[src/include/cmag_consts.svh]
// Offsets, field positions, reset values and bus codes of the config memory access gate.
`ifndef CMAG_CONSTS_SVH
`define CMAG_CONSTS_SVH

// Register byte offsets on the AXI4-Lite slave.
`define CMAG_OFS_FUSE     8'h00
`define CMAG_OFS_FPROG    8'h04
`define CMAG_OFS_CHECK    8'h08
`define CMAG_OFS_ENC      8'h0c
`define CMAG_OFS_SESSION  8'h10
`define CMAG_OFS_REQ      8'h14
`define CMAG_OFS_RESULT   8'h18
`define CMAG_OFS_REFCNT   8'h1c

// Field positions inside the command and status registers.
`define CMAG_CHECK_PASS_BIT   0
`define CMAG_CHECK_KIND_BIT   1
`define CMAG_CHECK_SET_LSB    4
`define CMAG_ENC_ON_BIT       0
`define CMAG_SESSION_CLR_BIT  0
`define CMAG_REQ_WRITE_BIT    4
`define CMAG_REQ_SET_LSB      8
`define CMAG_STAT_WPW_LSB     8
`define CMAG_STAT_ENC_BIT     16
`define CMAG_FUSE_LOCK_BIT    4

// Fuse bits after manufacture: factory fuse 0, encryption, secret-key, personalization 1.
`define CMAG_FUSE_RST     4'h7

// Fuse selectors written to the programming register.
`define CMAG_FSEL_ENC     2'h0
`define CMAG_FSEL_SKY     2'h1
`define CMAG_FSEL_PER     2'h2

// AXI response codes.
`define CMAG_RESP_OKAY    2'h0
`define CMAG_RESP_SLVERR  2'h2

// Saturation value of the refusal counter.
`define CMAG_REFCNT_MAX   16'hffff

`endif

[src/include/cmag_pkg.sv]
// Types shared by the config memory access gate modules.
package cmag_pkg;

    // Configuration memory register areas.
    typedef enum logic [3:0] {
        AREA_ANTICOL  = 4'h0,
        AREA_MTZ      = 4'h1,
        AREA_HWREV    = 4'h2,
        AREA_SERIAL   = 4'h3,
        AREA_ACCESS   = 4'h4,
        AREA_NC_DCR   = 4'h5,
        AREA_CRYPTO   = 4'h6,
        AREA_ENC_KEYS = 4'h7,
        AREA_SECRET   = 4'h8,
        AREA_PASSWORD = 4'h9,
        AREA_PAC      = 4'ha,
        AREA_RESERVED = 4'hb
    } cmag_area_e;

    // Access condition of one area and operation in one fuse column.
    typedef enum logic [2:0] {
        COND_OPEN   = 3'h0,
        COND_FORBID = 3'h1,
        COND_TP     = 3'h2,
        COND_TP_ENC = 3'h3,
        COND_WPW    = 3'h4
    } cmag_cond_e;

    // Security fuses, one bit each, 0 when programmed.
    typedef struct packed {
        logic factory_lock_fuse;
        logic encryption_enforce_fuse;
        logic secret_key_lock_fuse;
        logic personalization_lock_fuse;
    } cmag_fuse_s;

    // One configuration memory access request.
    typedef struct packed {
        cmag_area_e area;
        logic       is_write;
        logic [2:0] set;
    } cmag_req_s;

    // Whole state of the top module.
    typedef struct packed {
        logic        awready;
        logic        wready;
        logic        bvalid;
        logic [1:0]  bresp;
        logic        aw_got;
        logic        w_got;
        logic [7:0]  awaddr;
        logic [31:0] wdata;
        logic        arready;
        logic        rvalid;
        logic [1:0]  rresp;
        logic [31:0] rdata;
        logic        tp_ok;
        logic [7:0]  wpw_ok;
        logic        enc_on;
        cmag_req_s   last_req;
        logic        granted;
        logic        refused;
        cmag_cond_e  last_cond;
        logic [15:0] refcnt;
        logic        rd_go;
        logic        wr_go;
        cmag_req_s   cfg_req;
        logic        locked;
    } cmag_top_s;

endpackage

[src/verilog/cmag_access_rule.sv]
// Access condition lookup and grant decision for one request.
`timescale 1ns/10ps

module cmag_access_rule (
    // Request and fuse state.
    input  cmag_pkg::cmag_req_s     req,
    input  cmag_pkg::cmag_fuse_s    fuse,
    // Session credentials.
    input  wire logic               tp_ok,
    input  wire logic               enc_on,
    input  wire logic [7:0]         wpw_ok,
    // Decision.
    output cmag_pkg::cmag_cond_e    cond,
    output logic                    grant
);

    logic [1:0] col;

    // Pick the fuse column; later fuses can only be set after earlier ones.
    always_comb begin
        if (!fuse.personalization_lock_fuse) begin
            col = 2'h3;
        end else if (!fuse.secret_key_lock_fuse) begin
            col = 2'h2;
        end else if (!fuse.encryption_enforce_fuse) begin
            col = 2'h1;
        end else begin
            col = 2'h0;
        end
    end

    // Condition table by area, operation and column.
    always_comb begin
        cond = cmag_pkg::COND_FORBID;
        case (req.area)
            cmag_pkg::AREA_MTZ: cond = cmag_pkg::COND_OPEN;
            cmag_pkg::AREA_HWREV, cmag_pkg::AREA_SERIAL:
                cond = req.is_write ? cmag_pkg::COND_FORBID : cmag_pkg::COND_OPEN;
            cmag_pkg::AREA_ANTICOL, cmag_pkg::AREA_ACCESS:
                cond = !req.is_write ? cmag_pkg::COND_OPEN :
                       (col == 2'h3) ? cmag_pkg::COND_FORBID : cmag_pkg::COND_TP;
            cmag_pkg::AREA_NC_DCR, cmag_pkg::AREA_CRYPTO:
                cond = !req.is_write ? cmag_pkg::COND_OPEN :
                       (col >= 2'h2) ? cmag_pkg::COND_FORBID : cmag_pkg::COND_TP;
            cmag_pkg::AREA_ENC_KEYS, cmag_pkg::AREA_SECRET: begin
                if (col >= 2'h2) begin
                    cond = cmag_pkg::COND_FORBID;
                end else if (req.is_write && col == 2'h1) begin
                    cond = cmag_pkg::COND_TP_ENC;
                end else begin
                    cond = cmag_pkg::COND_TP;
                end
            end
            cmag_pkg::AREA_PASSWORD: begin
                if (col == 2'h3) begin
                    cond = cmag_pkg::COND_WPW;
                end else if (req.is_write && col == 2'h1) begin
                    cond = cmag_pkg::COND_TP_ENC;
                end else begin
                    cond = cmag_pkg::COND_TP;
                end
            end
            cmag_pkg::AREA_PAC:
                cond = !req.is_write ? cmag_pkg::COND_OPEN :
                       (col == 2'h3) ? cmag_pkg::COND_WPW : cmag_pkg::COND_TP;
            default: cond = cmag_pkg::COND_FORBID;
        endcase
    end

    // Grant when the credentials of the condition are held.
    always_comb begin
        case (cond)
            cmag_pkg::COND_OPEN:   grant = 1'b1;
            cmag_pkg::COND_TP:     grant = tp_ok;
            cmag_pkg::COND_TP_ENC: grant = tp_ok && enc_on;
            cmag_pkg::COND_WPW:    grant = wpw_ok[req.set];
            default:               grant = 1'b0;
        endcase
    end

endmodule // cmag_access_rule

[src/verilog/cmag_fuse_bank.sv]
// Security fuse bank with fixed programming order.
`timescale 1ns/10ps
`include "cmag_consts.svh"

module cmag_fuse_bank (
    // Clock and reset.
    input  wire logic               aclk,
    input  wire logic               aresetn,
    // Programming request.
    input  wire logic               prog_valid,
    input  wire logic [1:0]         prog_sel,
    // Fuse state and order check.
    output cmag_pkg::cmag_fuse_s    fuse,
    output logic                    prog_legal
);

    cmag_pkg::cmag_fuse_s fuse_q;
    cmag_pkg::cmag_fuse_s fuse_d;

    // A fuse may only follow the one before it in the order.
    always_comb begin
        fuse_d = fuse_q;
        case (prog_sel)
            `CMAG_FSEL_ENC: prog_legal = fuse_q.encryption_enforce_fuse;
            `CMAG_FSEL_SKY: prog_legal = !fuse_q.encryption_enforce_fuse
                                         && fuse_q.secret_key_lock_fuse;
            `CMAG_FSEL_PER: prog_legal = !fuse_q.secret_key_lock_fuse
                                         && fuse_q.personalization_lock_fuse;
            default:        prog_legal = 1'b0;
        endcase
        if (prog_valid && prog_legal) begin
            case (prog_sel)
                `CMAG_FSEL_ENC: fuse_d.encryption_enforce_fuse = 1'b0;
                `CMAG_FSEL_SKY: fuse_d.secret_key_lock_fuse = 1'b0;
                default:        fuse_d.personalization_lock_fuse = 1'b0;
            endcase
        end
    end

    // Fuses start in the shipped state.
    always_ff @(posedge aclk) begin
        if (!aresetn) begin
            fuse_q <= cmag_pkg::cmag_fuse_s'(`CMAG_FUSE_RST);
        end else begin
            fuse_q <= fuse_d;
        end
    end

    assign fuse = fuse_q;

endmodule // cmag_fuse_bank

[src/verilog/cmag_gate_top.sv]
// Configuration memory access gate with AXI4-Lite command and status registers.
`timescale 1ns/10ps
`include "cmag_consts.svh"

module cmag_gate_top (
    // Clock and reset.
    input  wire logic               aclk,
    input  wire logic               aresetn,
    // AXI4-Lite write address channel.
    input  wire logic [7:0]         awaddr,
    input  wire logic [2:0]         awprot,
    input  wire logic               awvalid,
    output logic                    awready,
    // AXI4-Lite write data channel.
    input  wire logic [31:0]        wdata,
    input  wire logic [3:0]         wstrb,
    input  wire logic               wvalid,
    output logic                    wready,
    // AXI4-Lite write response channel.
    output logic [1:0]              bresp,
    output logic                    bvalid,
    input  wire logic               bready,
    // AXI4-Lite read address channel.
    input  wire logic [7:0]         araddr,
    input  wire logic [2:0]         arprot,
    input  wire logic               arvalid,
    output logic                    arready,
    // AXI4-Lite read data channel.
    output logic [31:0]             rdata,
    output logic [1:0]              rresp,
    output logic                    rvalid,
    input  wire logic               rready,
    // Configuration memory strobes.
    output logic                    cfg_rd_go,
    output logic                    cfg_wr_go,
    output cmag_pkg::cmag_req_s     cfg_req,
    output logic                    config_locked
);

    cmag_pkg::cmag_top_s  s_q;
    cmag_pkg::cmag_top_s  s_d;
    cmag_pkg::cmag_fuse_s fuse;
    cmag_pkg::cmag_req_s  req_now;
    cmag_pkg::cmag_cond_e cond_now;
    logic                 grant_now;
    logic                 prog_valid;
    logic                 prog_legal;
    logic [7:0]           wr_word;
    logic [7:0]           rd_word;

    // Expand byte strobes into a bit mask.
    function automatic logic [31:0] strb_mask(input logic [3:0] strb);
        logic [31:0] m;
        m = '0;
        for (int i = 0; i < 4; i++) begin
            m[i*8 +: 8] = {8{strb[i]}};
        end
        return m;
    endfunction

    // Word-align a byte address.
    function automatic logic [7:0] word_addr(input logic [7:0] a);
        return {a[7:2], 2'b00};
    endfunction

    // Register read multiplexer; unmapped words answer with an error.
    function automatic logic [33:0] read_word(input logic [7:0] a,
                                              input cmag_pkg::cmag_top_s s,
                                              input cmag_pkg::cmag_fuse_s f);
        logic [31:0] d;
        logic [1:0]  r;
        d = '0;
        r = `CMAG_RESP_OKAY;
        if (a == `CMAG_OFS_FUSE) begin
            d[3:0] = f;
            d[`CMAG_FUSE_LOCK_BIT] = s.locked;
        end else if (a == `CMAG_OFS_FPROG) begin
            d = '0;
        end else if (a == `CMAG_OFS_CHECK) begin
            d[0] = s.tp_ok;
            d[`CMAG_STAT_WPW_LSB +: 8] = s.wpw_ok;
            d[`CMAG_STAT_ENC_BIT] = s.enc_on;
        end else if (a == `CMAG_OFS_ENC) begin
            d[`CMAG_ENC_ON_BIT] = s.enc_on;
        end else if (a == `CMAG_OFS_SESSION) begin
            d = '0;
        end else if (a == `CMAG_OFS_REQ) begin
            d[3:0] = s.last_req.area;
            d[`CMAG_REQ_WRITE_BIT] = s.last_req.is_write;
            d[`CMAG_REQ_SET_LSB +: 3] = s.last_req.set;
        end else if (a == `CMAG_OFS_RESULT) begin
            d[0] = s.granted;
            d[1] = s.refused;
            d[6:4] = s.last_cond;
        end else if (a == `CMAG_OFS_REFCNT) begin
            d[15:0] = s.refcnt;
        end else begin
            r = `CMAG_RESP_SLVERR;
        end
        return {r, d};
    endfunction

    assign wr_word = word_addr(s_q.awaddr);
    assign rd_word = word_addr(araddr);

    // Request fields taken from the pending write data.
    always_comb begin
        req_now.area = cmag_pkg::cmag_area_e'(s_q.wdata[3:0]);
        req_now.is_write = s_q.wdata[`CMAG_REQ_WRITE_BIT];
        req_now.set = s_q.wdata[`CMAG_REQ_SET_LSB +: 3];
    end

    // Fuses and their programming order.
    cmag_fuse_bank u_fuse (
        .aclk       (aclk),
        .aresetn    (aresetn),
        .prog_valid (prog_valid),
        .prog_sel   (s_q.wdata[1:0]),
        .fuse       (fuse),
        .prog_legal (prog_legal)
    );

    // Access condition and decision for the pending request.
    cmag_access_rule u_rule (
        .req    (req_now),
        .fuse   (fuse),
        .tp_ok  (s_q.tp_ok),
        .enc_on (s_q.enc_on),
        .wpw_ok (s_q.wpw_ok),
        .cond   (cond_now),
        .grant  (grant_now)
    );

    // Next state: bus handshakes, command decode and the decision record.
    always_comb begin
        s_d = s_q;
        prog_valid = 1'b0;
        s_d.rd_go = 1'b0;
        s_d.wr_go = 1'b0;

        // Address and data are taken independently, in either order.
        if (awvalid && s_q.awready) begin
            s_d.aw_got = 1'b1;
            s_d.awaddr = awaddr;
        end
        if (wvalid && s_q.wready) begin
            s_d.w_got = 1'b1;
            s_d.wdata = wdata & strb_mask(wstrb);
        end

        // Response is released once the master takes it.
        if (s_q.bvalid && bready) begin
            s_d.bvalid = 1'b0;
        end

        // Both halves present: perform the write and answer.
        if (s_q.aw_got && s_q.w_got && !s_q.bvalid) begin
            s_d.aw_got = 1'b0;
            s_d.w_got = 1'b0;
            s_d.bvalid = 1'b1;
            s_d.bresp = `CMAG_RESP_OKAY;
            if (wr_word == `CMAG_OFS_FPROG) begin
                prog_valid = 1'b1;
                if (!prog_legal) begin
                    s_d.bresp = `CMAG_RESP_SLVERR;
                end
            end else if (wr_word == `CMAG_OFS_CHECK) begin
                // A passing password check opens its credential for the session.
                if (s_q.wdata[`CMAG_CHECK_PASS_BIT]) begin
                    if (s_q.wdata[`CMAG_CHECK_KIND_BIT]) begin
                        s_d.tp_ok = 1'b1;
                    end else begin
                        s_d.wpw_ok[s_q.wdata[`CMAG_CHECK_SET_LSB +: 3]] = 1'b1;
                    end
                end
            end else if (wr_word == `CMAG_OFS_ENC) begin
                s_d.enc_on = s_q.wdata[`CMAG_ENC_ON_BIT];
            end else if (wr_word == `CMAG_OFS_SESSION) begin
                // Ending the session drops every credential.
                if (s_q.wdata[`CMAG_SESSION_CLR_BIT]) begin
                    s_d.tp_ok = 1'b0;
                    s_d.wpw_ok = '0;
                    s_d.enc_on = 1'b0;
                end
            end else if (wr_word == `CMAG_OFS_REQ) begin
                s_d.last_req = req_now;
                s_d.last_cond = cond_now;
                s_d.granted = grant_now;
                s_d.refused = !grant_now;
                if (grant_now) begin
                    // Only a granted access strobes the memory.
                    s_d.cfg_req = req_now;
                    s_d.rd_go = !req_now.is_write;
                    s_d.wr_go = req_now.is_write;
                end else if (s_q.refcnt != `CMAG_REFCNT_MAX) begin
                    s_d.refcnt = s_q.refcnt + 16'h0001;
                end
            end else if (wr_word == `CMAG_OFS_FUSE || wr_word == `CMAG_OFS_RESULT
                         || wr_word == `CMAG_OFS_REFCNT) begin
                // Status words ignore writes.
                s_d.bresp = `CMAG_RESP_OKAY;
            end else begin
                s_d.bresp = `CMAG_RESP_SLVERR;
            end
        end

        s_d.awready = !s_d.aw_got && !s_d.bvalid;
        s_d.wready = !s_d.w_got && !s_d.bvalid;

        // Read channel: one read at a time, answered the cycle after the address.
        if (s_q.rvalid && rready) begin
            s_d.rvalid = 1'b0;
        end
        if (arvalid && s_q.arready) begin
            s_d.rvalid = 1'b1;
            {s_d.rresp, s_d.rdata} = read_word(rd_word, s_q, fuse);
        end
        s_d.arready = !s_d.rvalid;

        // All three user fuses programmed locks the configuration.
        s_d.locked = !fuse.encryption_enforce_fuse && !fuse.secret_key_lock_fuse
                     && !fuse.personalization_lock_fuse;
    end

    // State register; ready flags come up one cycle after reset.
    always_ff @(posedge aclk) begin
        if (!aresetn) begin
            s_q <= '0;
        end else begin
            s_q <= s_d;
        end
    end

    // Outputs straight from the state register.
    assign awready = s_q.awready;
    assign wready = s_q.wready;
    assign bvalid = s_q.bvalid;
    assign bresp = s_q.bresp;
    assign arready = s_q.arready;
    assign rvalid = s_q.rvalid;
    assign rresp = s_q.rresp;
    assign rdata = s_q.rdata;
    assign cfg_rd_go = s_q.rd_go;
    assign cfg_wr_go = s_q.wr_go;
    assign cfg_req = s_q.cfg_req;
    assign config_locked = s_q.locked;

endmodule // cmag_gate_top
[config.mk]
export PLATFORM = sky130hd
export DESIGN_NAME = cmag_gate_top
export DESIGN_NICKNAME = d
export VERILOG_FILES = /design/src/include/cmag_pkg.sv /design/src/verilog/cmag_access_rule.sv /design/src/verilog/cmag_fuse_bank.sv /design/src/verilog/cmag_gate_top.sv
export VERILOG_INCLUDE_DIRS = /design/src /design/src/include
export SDC_FILE = /design/constraint.sdc
export NUM_CORES = 1
export LEC_CHECK = 0
export BUFFER_PORTS_ARGS = -buffer_cell sky130_fd_sc_hd__buf_2
export CAP_MARGIN = 20
export CORE_ASPECT_RATIO = 0.6
export CORE_MARGIN = 3
export CORE_UTILIZATION = 53
export DETAILED_ROUTE_END_ITERATION = 7
export GPL_TIMING_DRIVEN = 0
export PLACE_DENSITY_LB_ADDON = 0.3
export SYNTH_ARGS = -nofsm -noshare
export SYNTH_HDL_FRONTEND = slang
export SYNTH_SLANG_ARGS = --single-unit
[constraint.sdc]
create_clock -name aclk -period 2.5 [get_ports aclk]
set_input_delay 0.5 -clock aclk [delete_from_list [all_inputs] [get_ports aclk]]
set_output_delay 0.5 -clock aclk [all_outputs]
set_load 0.1 [all_outputs]
After elaboration in Yosys (flattened, before gate mapping). Index checks and enable logic that the tools add are counted.

Logic and storage cells: 227. Bits of input ports: 65. Register bits after elaboration: 115. Output and inout port bits: 52.

Mux-type cells: 91. Bitwise gates (word level): 11. Equality and inequality tests: 37. $lt $le $gt $ge: 4. Reductions and logical operators: 52. Add/subtract/negate cells: 1.

Operators by type and width (count): $mux 16 (10); $mux 9 (12); $eq 6x3->1 const B (8); $mux 2 (23); $mux 3 (14); $mux 35 (1); $mux 32 (1); $mux 27 (1); $eq 6x2->1 const B (4); $pmux 3 s7 (1); $reduce_and 7->1 (3); $mux 10 (2); $mux 5 (4); $logic_and 1x1->1 (17); $add 16x1->16 const B (1); $eq 4x3->1 const B (4); $logic_not 8->1 (2); $ne 16x16->1 const B (1); $mux 1 (15); $mux 15 (1); $eq 4x4->1 const B (3); $eq 6x1->1 const B (2); $and 11x11->11 (1); $logic_not 1->1 (10); 30 further kinds (55).

Longest topological paths before layout.
Depth after elaboration: 26. Mapped depth: 10.

Cells and area by module. From an unflattened synthesis, not the netlist that was laid out.

Cells, all modules: 591. Area total of the unflattened synthesis: 4958.5 µm².

Modules (own cells, without submodules): cmag_gate_top (cells each 531, area an instance 4429.2 µm², instances 1); cmag_access_rule (cells each 43, area an instance 370.4 µm², instances 1); cmag_fuse_bank (cells each 17, area an instance 158.9 µm², instances 1).

Worst setup path after synthesis. OpenSTA, ideal clock, no wires.

Path type: register -> register. Start: register s_q (netlist bit bvalid). End: register s_q[16] in the netlist's numbering. Cell stages (with the launch flop): 10. Setup time: 0.070 ns. Arrival: 2.532 ns. Buffers on the path: 2. Path slack: -0.102 ns. Cells stage by stage: dfxtp_1 > nand3b_4 > nor4_4 > and3_1 > buf_2 > o31a_1 > nand3_2 > buf_6 > or4_1 > a21oi_1.

Cells in the longest elaborated chain, start to end: 3.

RTL lines: from (decl) (line cmag_gate_top.sv:40) `cmag_pkg::cmag_top_s s_q;`; from (signal assigned) (line cmag_gate_top.sv:228) `s_q <= '0;`; from (signal assigned) (line cmag_gate_top.sv:230) `s_q <= s_d;`; $logic_not 1->1 (line cmag_gate_top.sv:157) `if (s_q.aw_got && s_q.w_got && !s_q.bvalid) begin`; $logic_and 1x1->1 (line cmag_gate_top.sv:157); $reduce_and 8->1 (no line).

Every way passes these cells. A chain may end at the register's enable or synchronous reset.

Final worst setup path.
Start: register s_q[126] in the netlist's numbering. End: register s_q[22] in the netlist's numbering.

Cells in the longest elaborated chain, start to end: 3.

RTL lines (line): $logic_and 1x1->1 (2 in series) (cmag_gate_top.sv:157); $reduce_and 8->1 (no line).

Every way passes these cells.

==> impl_results.md <==
- Design Power: 3.26 mW
- Clock insertion delay at the later pin of the skew report: 0.34 ns
- Sequential cell area: 0.00191 mm²
- Final Util: 67.5%
- Sw frac: 28.5%
- Sinks on Clock Net: 95
- Die Area: 0.00994 mm²
- Initial antenna violation count: 0
- Clock power frac: 39.1%
- CP Capture Type: flip-flop
- Clock Tree Buf Depth: 2
- Setup Viol. Count Final: 0
- Combinational power share: 12.9%
- Area share of the largest cell type after synthesis: 41.0%
- P_int: 2.33 mW
- Post-Syn Instances: 544
- Cell breakdown of the critical path: nand3b_4 > nor4_4 > and3_1 > buf_6 > o31a_1 > nand3_2 > buf_6 > or4_1 > a21oi_1
- Leakage: 2.25 nW
- Reg2Reg Depth: 9
- Top cell by count, worst path: buf_6
- Final hold slack: 0.403 ns
- Ys async rst share: 0%
- DIE WIDTH: 127 µm
- # rows: 25
- Antenna fix cells: 0
- YS warnings: 0
- Status: complete, no violations
- Biggest cell delay along the critical path: 0.47 ns
- Sequential Power Share: 48.0%
- I/O pins: 117
- Via Count: 4,277
- Routed len/inst: 16.8 µm
- Placer Congestion: 0.960
- Htree depth: 3
- CP max FO: 10
- Max Clock Skew: 0.00464 ns
- Area leader, netlist: dfxtp_1
- Pre-CTS WS: 0.000570 ns
- Synth cell count leaders: 95 x dfxtp_1, 63 x nor2_1, 56 x nand2_1
- Die H: 78.4 µm
- Fillers: 682
- First-pass GRT wire length: 20,000 µm
- Data required time at the worst endpoint: 2.77 ns
- Syn avg cell area: 8.52 µm²
- WS Path Type: reg -> reg
- PnR worst setup slack: 0.0672 ns
- DR iter-0 viols: 439
- Drt first pass iters: 5
- Most common cell in the netlist: dfxtp_1
- Critical Path Slowest Stage Cell: or4_1
- Vias per inst: 5.70
- I/O Buffers: 63
- Synth Flop Type: dfxtp_1
- Layout cells sized above 1: 25.7%
- # DRC: 0
- Distinct cell type count after synthesis: 58
- Largest net degree at the start of global routing: 16
- Synth-to-Final Area Change: 18.9%
- Core area: 0.00816 mm²
- Synth top area cells: dfxtp_1 41%, buf_4 7.4%, a21oi_1 5.8%
- Slew Viols, Final: 0
- DP Cell Count: 731
- Worst Hold Path Cells: 3
- Crit path DAT: 2.70 ns
- Relative slew slack: 34.9%
- P_sw: 928 µW
- Sequential area share after synthesis: 41.0%
- Final Cycle Share: 97.3%
- TritonCTS Buffers: 9
- Fin nets: 704
- Power per Cell Area: 591 mW/mm²
- FMAX: 411 MHz
- Final instance area: 0.00551 mm²
- GRT overflow: 0
- Number of synthesized flops with an enable pin: 0
- Max-cap violations: 0
- Routed WL: 12,600 µm
- Final setup TNS: 0 ns
- Layout Cells excl Fill: 751
- Crit path time final: 2.43 ns
- Area taken by multi-input logic gates: 0.00229 mm²
- TritonCTS clock tree: done
- Worst Tran Pin Value: 0.973 ns
- Post-DRT Antenna Nets: 0
- Post-Syn Area: 0.00464 mm²
- HP Class: in -> reg
- Synth Register Bits: 95
- Hold Fails Final Rpt: 0
- Startpoint types: flip-flop
- GRT Total Usage: 25.2%
- DP HPWL: 9030 µm
- Root Buffer: clkbuf_16
- VDD IR max: 0.000448 V
- Placed instance area: 0.00515 mm²
- Initial core utilization: 56.8%
- Clock-pin slew on the worst setup and hold paths: 0.06 ns
- Vias in the first global route: 3,921
==> critical path, delay by kind of cell (launching register included) <==
kind | cells | cell delay, ns
and+or+nand+nor | 5 | 1.26
DFF | 1 | 0.39
AOI/OAI and AO/OA | 2 | 0.37
buffers and inverters | 2 | 0.34
==> layout make-up <==
class,count,share of cell area (%)
Multi-Input combinational cell,379,41.6
Sequential cell,95,34.7
Buffer,74,9.06
Inverter,11,0.794
Timing Repair Buffer,68,6.40
Clock inverter,6,0.658
Tap cell,108,2.45
Clock buffer,10,4.33
==> registers in the layout (all words and copies together) (netlist names) <==
name,flops
config_locked,1
cfg_req,8
rdata,17
cfg_rd_go,1
wready,1
awready,1
u_fuse.fuse,3
rvalid,1
arready,1
bresp,1
bvalid,1
rresp,1
cfg_wr_go,1
s_q,49
req_now,8
==> cells by family (layout without fill, tap and decap cells) <==
kind of cell,Yosys count,count (layout),synth area share (%)
adder cells (fa/ha/maj),2,2,0.513
AND/OR/NAND/NOR,215,215,23.6
buffers and inverters,86,169,11.6
XOR/XNOR,2,2,0.378
AO/OA/AOI/OAI,116,116,16.3
flip-flops,95,95,41.0
other,1,17,0.0809
multiplexers,27,27,6.56
==> cell usage in the layout (no fill, tap or decap), drive strengths merged, types with 3 or more instances in the layout <==
cell / netlist / final
a211oi: 4 / 4
a21oi: 54 / 54
a222oi: 3 / 3
a22o: 3 / 3
a22oi: 9 / 9
a31oi: 6 / 6
a32oi: 3 / 3
and2: 3 / 3
and3: 6 / 6
buf: 58 / 124
clkbuf: 17 / 28
clkinv: 0 / 5
conb: 1 / 17
dfxtp: 95 / 95
inv: 11 / 11
mux2: 4 / 4
mux2i: 21 / 21
nand2: 56 / 56
nand2b: 5 / 5
nand3: 28 / 28
nand3b: 3 / 3
nand4: 3 / 3
nor2: 63 / 63
nor2b: 8 / 8
nor3: 8 / 8
nor3b: 4 / 4
nor4: 5 / 5
o21ai: 11 / 11
o31ai: 12 / 12
or3: 8 / 8
or4: 10 / 10
==> path summary, 6_finish.rpt <==
path	start	to	slack, ns
hold reg to reg	rdata[16]	rdata[16]	0.46
setup reg to reg	s_q[126]	s_q[22]	0.07
setup / recovery	s_q[126]	s_q[22]	0.07
hold / removal	awaddr[5]	s_q[123]	0.40
==> power groups by stage <==
stage                     Combinational, mW  Clock, mW  Sequential (mW)
final                                 0.422       1.27             1.56
after global placement                0.401          0             1.59
after floorplan                       0.290          0             1.63
after global routing                  0.443       1.36             1.56
after detailed placement              0.407          0             1.60
after CTS                             0.409       1.28             1.56
==> repair_timing <==
| item | CTS | global route |
|---|---|---|
| resized for setup | 1 | 19 |
| setup endpoints to repair | 2 | 25 |
| hold buffers | 0 | 0 |
| pin swaps | 0 | 6 |
| buffers inserted | 0 | 4 |
==> per-layer routing <==
| metal | vias up | track usage (%) | wire (µm) |
|---|---|---|---|
| li1 | 2060 | - | - |
| met1 | 1976 | 36.8 | 5630 |
| met2 | 222 | 36.4 | 5260 |
| met3 | 19 | 6.39 | 1510 |
| met4 | 0 | 7.49 | 195 |
| met5 | - | 0 | 0 |
Power figures use the tool's default switching activity.
